==> src/hw/flea_pkg.sv <==
// Purpose: Shared constants for the fault log and user storage access block
// Assumes: 40 MHz mclk, synchronous active-low reset
// Notes: Command codes are the management command bytes seen on the port
// Summary of operation
// Oldest record spans log bytes 127 to 146
// Records tagged with fault source code byte
// Log erase command wipes all log bytes
// Log erase also clears vendor status bit 3
// Status bit cleared within 8 ms of erase
// Host sends log erase as data-less send-byte
// Unlock command enables erase and data access
// Bulk erase command prepares storage for programming
// Data command moves sequential 16-bit words, unpaged
// Storage commands blocked above 130 C die temp
// Storage commands re-enabled below 125 C die temp
// Word pointer advances after each data access
package flea_pkg;
  localparam logic [7:0] CMD_LOG_ERASE = 8'hee;   // Command byte of the log erase
  localparam logic [7:0] CMD_EE_UNLOCK = 8'hbd;
  localparam logic [7:0] CMD_EE_ERASE = 8'hbe;
  localparam logic [7:0] CMD_EE_DATA = 8'hbf;
  localparam logic [7:0] UNLOCK_KEY = 8'h2b;      // Value that unlocks; arbitrary
  localparam int LOG_BYTES = 147;                 // Log bytes 0..146
  localparam logic [7:0] OLDEST_FIRST = 8'h7f;    // Byte 127
  localparam logic [7:0] OLDEST_LAST = 8'h92;     // Byte 146
  localparam logic [7:0] SRC_MANUAL = 8'hff;
  localparam logic [7:0] SRC_CH1_OFS = 8'h10;
  localparam int VSTAT_LOG_BIT = 3;
  localparam int EE_WORDS = 64;
  localparam int EE_AW = 6;
  localparam logic [15:0] EE_BLANK = 16'hffff;
  localparam logic [7:0] TEMP_HOT = 8'd130;       // Degrees C, disable above
  localparam logic [7:0] TEMP_COOL = 8'd125;      // Degrees C, enable below
  localparam int CLK_HZ = 40000000;
  localparam int STAT_CLR_MS = 8;
  localparam int STAT_CLR_CYC = (CLK_HZ / 1000) * STAT_CLR_MS;
  localparam int FIFO_W = 16;
  localparam int FIFO_D = 16;
endpackage

==> src/hw/flea_fifo.sv <==
// Purpose: Small valid/ready FIFO for words written to the data command
// Assumes: One clock, synchronous active-low reset
// Notes: Depth must be a power of two
`timescale 1ns/100ps
module flea_fifo #(
  parameter int W = 16,
  parameter int D = 16
) (
  input wire logic mclk, // Clock
  input wire logic rst_b, // Sync reset, low
  input wire logic in_valid, // Write request
  output logic in_ready, // Not full
  input wire logic [W-1:0] in_data, // Write word
  output logic out_valid, // Not empty
  input wire logic out_ready, // Drain accepts
  output logic [W-1:0] out_data // Head word
);
  localparam int AW = $clog2(D);
  logic [W-1:0] mem [D]; // Storage
  logic [AW:0] wp; // Write pointer with wrap bit
  logic [AW:0] rp; // Read pointer with wrap bit
  wire push = in_valid && in_ready;
  wire pop = out_valid && out_ready;
  assign in_ready = (wp[AW-1:0] != rp[AW-1:0]) || (wp[AW] == rp[AW]);
  assign out_valid = (wp != rp);
  assign out_data = mem[rp[AW-1:0]];
  // Pointer update
  always_ff @(posedge mclk) begin
    if (!rst_b) begin
      wp <= '0;
      rp <= '0;
    end else begin
      if (push) wp <= wp + 1'b1;
      if (pop) rp <= rp + 1'b1;
    end
  end
  // Storage write, no reset needed
  always_ff @(posedge mclk) begin
    if (push) mem[wp[AW-1:0]] <= in_data;
  end
endmodule // flea_fifo

==> src/hw/flea_top.sv <==
// Purpose: Fault log store and user storage command handling
// Assumes: Command port decoded upstream; temperature in whole degrees C
// Notes: Storage is flip-flops; programming drains through a FIFO
`timescale 1ns/100ps
module flea_top #(
  parameter int STAT_CLR_CYC = flea_pkg::STAT_CLR_CYC // Status clear delay
) (
  input wire logic mclk, // 40 MHz clock
  input wire logic rst_b, // Sync reset, low
  input wire logic cmd_wr, // Command write strobe
  input wire logic cmd_rd, // Command read strobe
  input wire logic [7:0] cmd_code, // Command byte
  input wire logic [15:0] cmd_wdata, // Write data
  output logic [15:0] cmd_rdata, // Read data
  output logic cmd_ack, // Accepted pulse
  output logic cmd_nack, // Refused pulse
  input wire logic [7:0] die_temp, // Die temperature pin, async
  input wire logic log_wr, // Log byte write from capture
  input wire logic [7:0] log_addr, // Log byte index
  input wire logic [7:0] log_wdata, // Log byte data
  input wire logic [7:0] log_raddr, // Log read index
  output logic [7:0] log_rdata, // Log byte read
  input wire logic fault_ev, // Fault capture event
  input wire logic fault_ch, // Channel of fault
  input wire logic [3:0] fault_kind, // Fault kind code
  input wire logic manual_save, // Manual store event
  output logic [7:0] src_code, // Last source code
  output logic [1:0] vstat_bit3, // Vendor status bit 3 per channel
  output logic ee_enabled // Storage commands allowed
);
  // Synchronised temperature
  logic [7:0] temp_s1;
  logic [7:0] temp_s2;
  always_ff @(posedge mclk) begin
    if (!rst_b) begin
      temp_s1 <= '0;
      temp_s2 <= '0;
    end else begin
      temp_s1 <= die_temp;
      temp_s2 <= temp_s1;
    end
  end

  // Hot lockout with hysteresis
  logic hot;
  wire next_hot = hot ? (temp_s2 >= flea_pkg::TEMP_COOL)
                      : (temp_s2 > flea_pkg::TEMP_HOT);
  always_ff @(posedge mclk) begin
    if (!rst_b) hot <= 1'b0;
    else hot <= next_hot;
  end

  // Command decode
  wire is_log_clr = cmd_wr && (cmd_code == flea_pkg::CMD_LOG_ERASE);
  wire is_unlock = (cmd_code == flea_pkg::CMD_EE_UNLOCK);
  wire is_erase = (cmd_code == flea_pkg::CMD_EE_ERASE);
  wire is_data = (cmd_code == flea_pkg::CMD_EE_DATA); // Unpaged, see
  wire ee_cmd = (cmd_wr || cmd_rd) && (is_unlock || is_erase || is_data);
  logic unlocked;
  wire ee_ok = !hot;
  wire need_unlk = is_erase || is_data;
  wire ee_refuse = ee_cmd && (!ee_ok || (need_unlk && !unlocked));
  wire log_rd_bad = cmd_rd && (cmd_code == flea_pkg::CMD_LOG_ERASE);
  wire ee_go = ee_cmd && !ee_refuse;

  // Unlock state
  always_ff @(posedge mclk) begin
    if (!rst_b) unlocked <= 1'b0;
    else if (ee_go && is_unlock && cmd_wr)
      unlocked <= (cmd_wdata[7:0] == flea_pkg::UNLOCK_KEY);
  end

  // Storage array and pointer
  typedef enum logic [1:0] {FLEA_IDLE, FLEA_ERASE} flea_state_e;
  flea_state_e st;
  logic [flea_pkg::EE_AW-1:0] eptr; // Erase sweep index
  logic [flea_pkg::EE_AW-1:0] wptr; // Word pointer
  logic [15:0] ee_mem [flea_pkg::EE_WORDS];
  logic f_valid;
  logic [15:0] f_data;
  wire f_ready = (st == FLEA_IDLE);
  logic f_in_ready;
  wire data_wr = ee_go && is_data && cmd_wr;
  wire data_rd = ee_go && is_data && cmd_rd;
  wire erase_go = ee_go && is_erase && cmd_wr;

  flea_fifo #(.W(flea_pkg::FIFO_W), .D(flea_pkg::FIFO_D)) u_fifo (
    .mclk(mclk),
    .rst_b(rst_b),
    .in_valid(data_wr),
    .in_ready(f_in_ready),
    .in_data(cmd_wdata),
    .out_valid(f_valid),
    .out_ready(f_ready),
    .out_data(f_data)
  );

  // Erase sweep and programming
  always_ff @(posedge mclk) begin
    if (!rst_b) begin
      st <= FLEA_IDLE;
      eptr <= '0;
      wptr <= '0;
    end else begin
      unique case (st)
        FLEA_IDLE: begin
          if (erase_go) begin
            st <= FLEA_ERASE;
            eptr <= '0;
          end else if (f_valid || data_rd) begin
            wptr <= wptr + 1'b1;
          end
        end
        FLEA_ERASE: begin
          eptr <= eptr + 1'b1;
          if (eptr == flea_pkg::EE_AW'(flea_pkg::EE_WORDS - 1)) begin
            st <= FLEA_IDLE;
            wptr <= '0;
          end
        end
      endcase
    end
  end

  always_ff @(posedge mclk) begin
    if (st == FLEA_ERASE) ee_mem[eptr] <= flea_pkg::EE_BLANK;
    else if (f_valid) ee_mem[wptr] <= f_data;
  end

  // Answers: busy erase or full FIFO also refused
  wire busy = (st != FLEA_IDLE) && is_data;
  wire full_ref = data_wr && !f_in_ready;
  wire rd_wait = data_rd && f_valid;
  wire nack_now = ee_refuse || log_rd_bad || ((busy || full_ref || rd_wait) && ee_cmd);
  always_ff @(posedge mclk) begin
    if (!rst_b) begin
      cmd_ack <= 1'b0;
      cmd_nack <= 1'b0;
      cmd_rdata <= '0;
    end else begin
      cmd_ack <= (ee_cmd || is_log_clr) && !nack_now;
      cmd_nack <= nack_now;
      if (data_rd && !nack_now) cmd_rdata <= ee_mem[wptr];
      else if (ee_go && cmd_rd && is_unlock) cmd_rdata <= {15'h0000, unlocked}; // Refused reads keep old data
    end
  end

  // Fault log bytes
  logic [7:0] log_mem [flea_pkg::LOG_BYTES];
  logic [7:0] clr_idx;
  logic clr_run;
  wire clr_last = (clr_idx == flea_pkg::OLDEST_LAST); // Last byte of oldest, see
  always_ff @(posedge mclk) begin
    if (!rst_b) begin
      clr_run <= 1'b0;
      clr_idx <= '0;
    end else if (is_log_clr) begin
      clr_run <= 1'b1;
      clr_idx <= '0;
    end else if (clr_run) begin
      clr_idx <= clr_idx + 1'b1;
      if (clr_last) clr_run <= 1'b0;
    end
  end
  always_ff @(posedge mclk) begin
    if (clr_run) log_mem[clr_idx] <= 8'h00;
    else if (log_wr && log_addr <= flea_pkg::OLDEST_LAST) log_mem[log_addr] <= log_wdata;
  end
  always_ff @(posedge mclk) begin
    if (!rst_b) log_rdata <= '0;
    else if (log_raddr <= flea_pkg::OLDEST_LAST) log_rdata <= log_mem[log_raddr];
    else log_rdata <= '0;
  end

  // Source code tag
  always_ff @(posedge mclk) begin
    if (!rst_b) src_code <= '0;
    else if (manual_save) src_code <= flea_pkg::SRC_MANUAL;
    else if (fault_ev)
      src_code <= {4'h0, fault_kind} | (fault_ch ? flea_pkg::SRC_CH1_OFS : 8'h00);
  end

  // Vendor status bit 3, cleared after delay; new event wins
  logic [31:0] sdly;
  logic spend;
  always_ff @(posedge mclk) begin
    if (!rst_b) begin
      spend <= 1'b0;
      sdly <= '0;
      vstat_bit3 <= '0;
    end else begin
      if (is_log_clr) begin
        spend <= 1'b1;
        sdly <= 32'(STAT_CLR_CYC - 1);
      end else if (spend && sdly != 0) sdly <= sdly - 1'b1;
      else spend <= 1'b0;
      if (fault_ev || manual_save) vstat_bit3 <= 2'b11;
      else if (spend && sdly == 0) vstat_bit3 <= 2'b00;
    end
  end

  always_ff @(posedge mclk) begin
    if (!rst_b) ee_enabled <= 1'b0;
    else ee_enabled <= !next_hot;
  end
endmodule // flea_top

==> config.mk <==
export PLATFORM = sky130hd
export DESIGN_NAME = flea_top
export DESIGN_NICKNAME = d
export VERILOG_FILES = /design/src/hw/flea_pkg.sv /design/src/hw/flea_fifo.sv /design/src/hw/flea_top.sv
export SDC_FILE = /design/constraint.sdc
export NUM_CORES = 2
export LEC_CHECK = 0
export BUFFER_PORTS_ARGS = -buffer_cell sky130_fd_sc_hd__buf_2
export CORE_MARGIN = 2
export CORE_UTILIZATION = 60
export DETAILED_ROUTE_END_ITERATION = 8
export GPL_ROUTABILITY_DRIVEN = 0
export PLACE_DENSITY = 0.76
export SYNTH_ARGS = -nofsm -noshare
export SYNTH_HDL_FRONTEND = slang
export SYNTH_HIERARCHICAL = 1
export SYNTH_SLANG_ARGS = --single-unit
==> constraint.sdc <==
create_clock -name mclk -period 5.2 [get_ports mclk]
set_input_delay 0.26 -clock mclk [delete_from_list [all_inputs] [get_ports mclk]]
set_output_delay 0.26 -clock mclk [all_outputs]
set_load 0.01 [all_outputs]
==> impl_metrics.toml <==
[run_status]
outcome = "finished, final reports clean"

[cells_and_area]
areaGrowthSynthToFinish_pct = 12.32
final_common_cell = "edfxtp_1"
drive_above_1_share_pct = 25.99
ff_latch_area_mm2 = 0.07631
fin_nets = 5325
num-fill-cells = 10130
multiInputGateArea_mm2 = 0.02359
layout_common_cells = "edfxtp_1 (2,456), mux4_2 (620), nor2_1 (299), clkbuf_16 (241), buf_4 (187)"

[synthesis]
ys.flop_type = "edfxtp_1"
postSynthAreaPerCell_um2 = 20.68
synthCells = 4902
synth_edf_count = 2456
ys_seq_area_share_pct = 75.27
syn_nets = 4980
async_flop_share_pct = 0
ys_warn_count = 6
syn_area_mm2 = 0.1014
synth-seq-cells = 2583
ys_types = 78

[timing]
finalCriticalPeriod_ns = 3.749
whs_ns = 0.07555
worst_slack_ns = 1.451
hold_viol = 0
drv_slew = 0
tightestPinTransition_ns = 1.262
rsz0062_at_grt = "no"
max_slew_margin_pct = 15.89
clock_skew_ns = 0.09082
setup_viol = 0
fin_tns_setup_ns = 0
timing.final.crit_share_pct = 72.10
fmax_ghz = 0.2667

[detailed_routing]
drt_iter0_drc = 7566
viasPerCell = 6.751
dr.pass1.iters = 8
via_count = 51724
finalWirelength_um = 247700
wire_per_inst_um = 32.33
drc_errors = 0
ant_nets = 0

[critical_path]
endpoint_kind = "flop"
cp-start-kind = "flop"
path_cells = "a211oi_4, buf_4, mux2i_1, or2_0, nor2_1"
critPathRequiredTime_ns = 5.74
max_stage_delay_ns = 0.89
path_class = "reg2reg"
critical_path_buf_inv_count = 1
worstPathMaxFanout = 14
critical_path_arrival_ns = 4.29
slowest_stage = "or2_0"
critPathTopFamily = "simple AND/OR/NAND/NOR gates"

[floorplan]
ioPinCount = 105
die_w_um = 415.0
num_rows = 150
die-area_mm2 = 0.1722
start_util_pct = 60.54
dieHeight_um = 415.0
coreArea_mm2 = 0.1674

[clock_network]
ctsResizeCount = 0
clock_path_buffers = 3
clk_pin_slew_ns = 0.06
clock_sinks = 2583
cts_made_buffers = 239
clk_latency_ns = 0.91
cts_tree = "yes"
htreeDepth = 4
root_buffer = "clkbuf_16"

[run]
max-cap-violations = 0

[placement]
dp_hpwl_um = 145500
dp_slack_ns = 0.9791
io_buffers = 104

[grt]
antenna_found_initial = 7
grt.total_usage_pct = 29.02
grt-ovfl-total = 0
grt_pass1_vias = 52075
grt_pass1_wl_um = 361700
grt_max_degree = 100

[power]
power_density_mw_per_mm2 = 365.4
power_mw = 41.60
p_leak_nw = 38.40
ir_drop_mv = 0.4352

[hold_path]
hold_path_class = "in2reg"
## per-stage QoR
stage	utilization (%)	cell area (um2)	instances
detailed placement	62.86	105200	7140
CTS	67.99	113800	7656
floorplan	-	101400	4902
finish	68.00	113800	7662
global route	67.99	113800	7659
global placement	62.86	105200	7140
## state kept, by name, indices dropped and copies added (netlist names), 5 cells and up, named ones only
register / cells
wptr: 6
temp_s1: 8
cmd_rdata: 16
clr_idx: 8
u_fifo/wp: 5
ee_mem: 1024
u_fifo/mem: 256
src_code: 6
temp_s2: 8
log_rdata: 8
log_mem: 1176
u_fifo/rp: 5
sdly: 32
eptr: 6
## logic make-up after synthesis
| logic type | after synthesis | synth area share (%) |
|---|---|---|
| XOR/XNOR | 46 | 0.3975 |
| adder cells (fa/ha/maj) | 10 | 0.1234 |
| flip-flops | 2583 | 75.27 |
| buffers and inverters | 332 | 1.564 |
| multiplexers | 847 | 16.67 |
| AO/OA/AOI/OAI | 350 | 2.439 |
| AND/OR/NAND/NOR | 734 | 3.529 |
## final timing paths
path | startpoint | end | slack (ns) | depth (start not counted)
setup reg to reg | clr_run | log_mem[120][5] | 1.45 | 5
hold / removal | log_wdata[5] | log_mem[46][5] | 0.08 | 2
setup / recovery | clr_run | log_mem[120][5] | 1.45 | 5
hold reg to reg | temp_s1[7] | temp_s2[7] | 0.44 | 1
## synthesized netlist by cell type, types with 11 or more instances
cell / count / area, um2
edfxtp_1: 2456 / 73750
mux4_2: 620 / 13960
nor2_1: 306 / 1149
clkbuf_1: 134 / 503.0
mux2i_1: 128 / 1281
dfxtp_1: 127 / 2542
nand2_1: 121 / 454.2
buf_2: 72 / 360.4
mux2_2: 63 / 709.4
a21oi_1: 61 / 305.3
inv_1: 52 / 195.2
nand2b_1: 45 / 281.5
o21ai_0: 42 / 210.2
a22oi_1: 38 / 285.3
nand3_1: 37 / 185.2
mux4_1: 36 / 945.9
nor2b_1: 35 / 219.0
and2_1: 34 / 212.7
xor2_1: 34 / 297.8
a221oi_1: 33 / 289.0
o21ai_1: 29 / 145.1
and3_1: 28 / 175.2
buf_1: 28 / 105.1
a31oi_1: 26 / 162.7
buf_4: 25 / 187.7
nor3_1: 21 / 105.1
o211ai_1: 21 / 157.7
buf_6: 17 / 191.4
a221o_1: 16 / 160.2
a32oi_1: 15 / 131.4
nand3b_1: 13 / 97.59
nand4_1: 12 / 75.07
nor4_1: 12 / 75.07
or2_0: 12 / 75.07
xnor2_1: 12 / 105.1
a211oi_1: 11 / 82.58
or3_1: 11 / 68.82
## repair_timing
item                      4_1_cts  5_1_grt
hold buffers                   70        0
hold endpoints to repair      414        0
setup buffers                   0        0
## area by class of cell
type                       instances  area share [%]
sequential                      2583           67.03
multi-input combinational       1987           20.72
clock buffer                     295           5.555
timing repair buffer             382           2.706
tap                             2204           2.422
clock inverter                   151           1.372
inverter                          54          0.1781
antenna                            6         0.01319
## routing by layer
metal / GRT usage, % / wire length (um) / vias up / share of wire (%)
met5: 0 / 8 / - / 0.0032
li1: - / - / 20954 / -
met4: 11.83 / 10770 / 2 / 4.3
met2: 46.26 / 120900 / 3459 / 49
met1: 39.92 / 90380 / 26713 / 36
met3: 5.858 / 25630 / 596 / 10
## power breakdown
group / internal, mW / switching, mW / total [mW] / leakage (nW)
combinational: 0.477 / 0.829 / 1.31 / 8.78
clock: 9.89 / 7.73 / 17.6 / 3.85
sequential: 22.6 / 0.0243 / 22.7 / 25.8
total: 33.0 / 8.58 / 41.6 / 38.4
No activity file was read; power rests on OpenSTA's default activity.
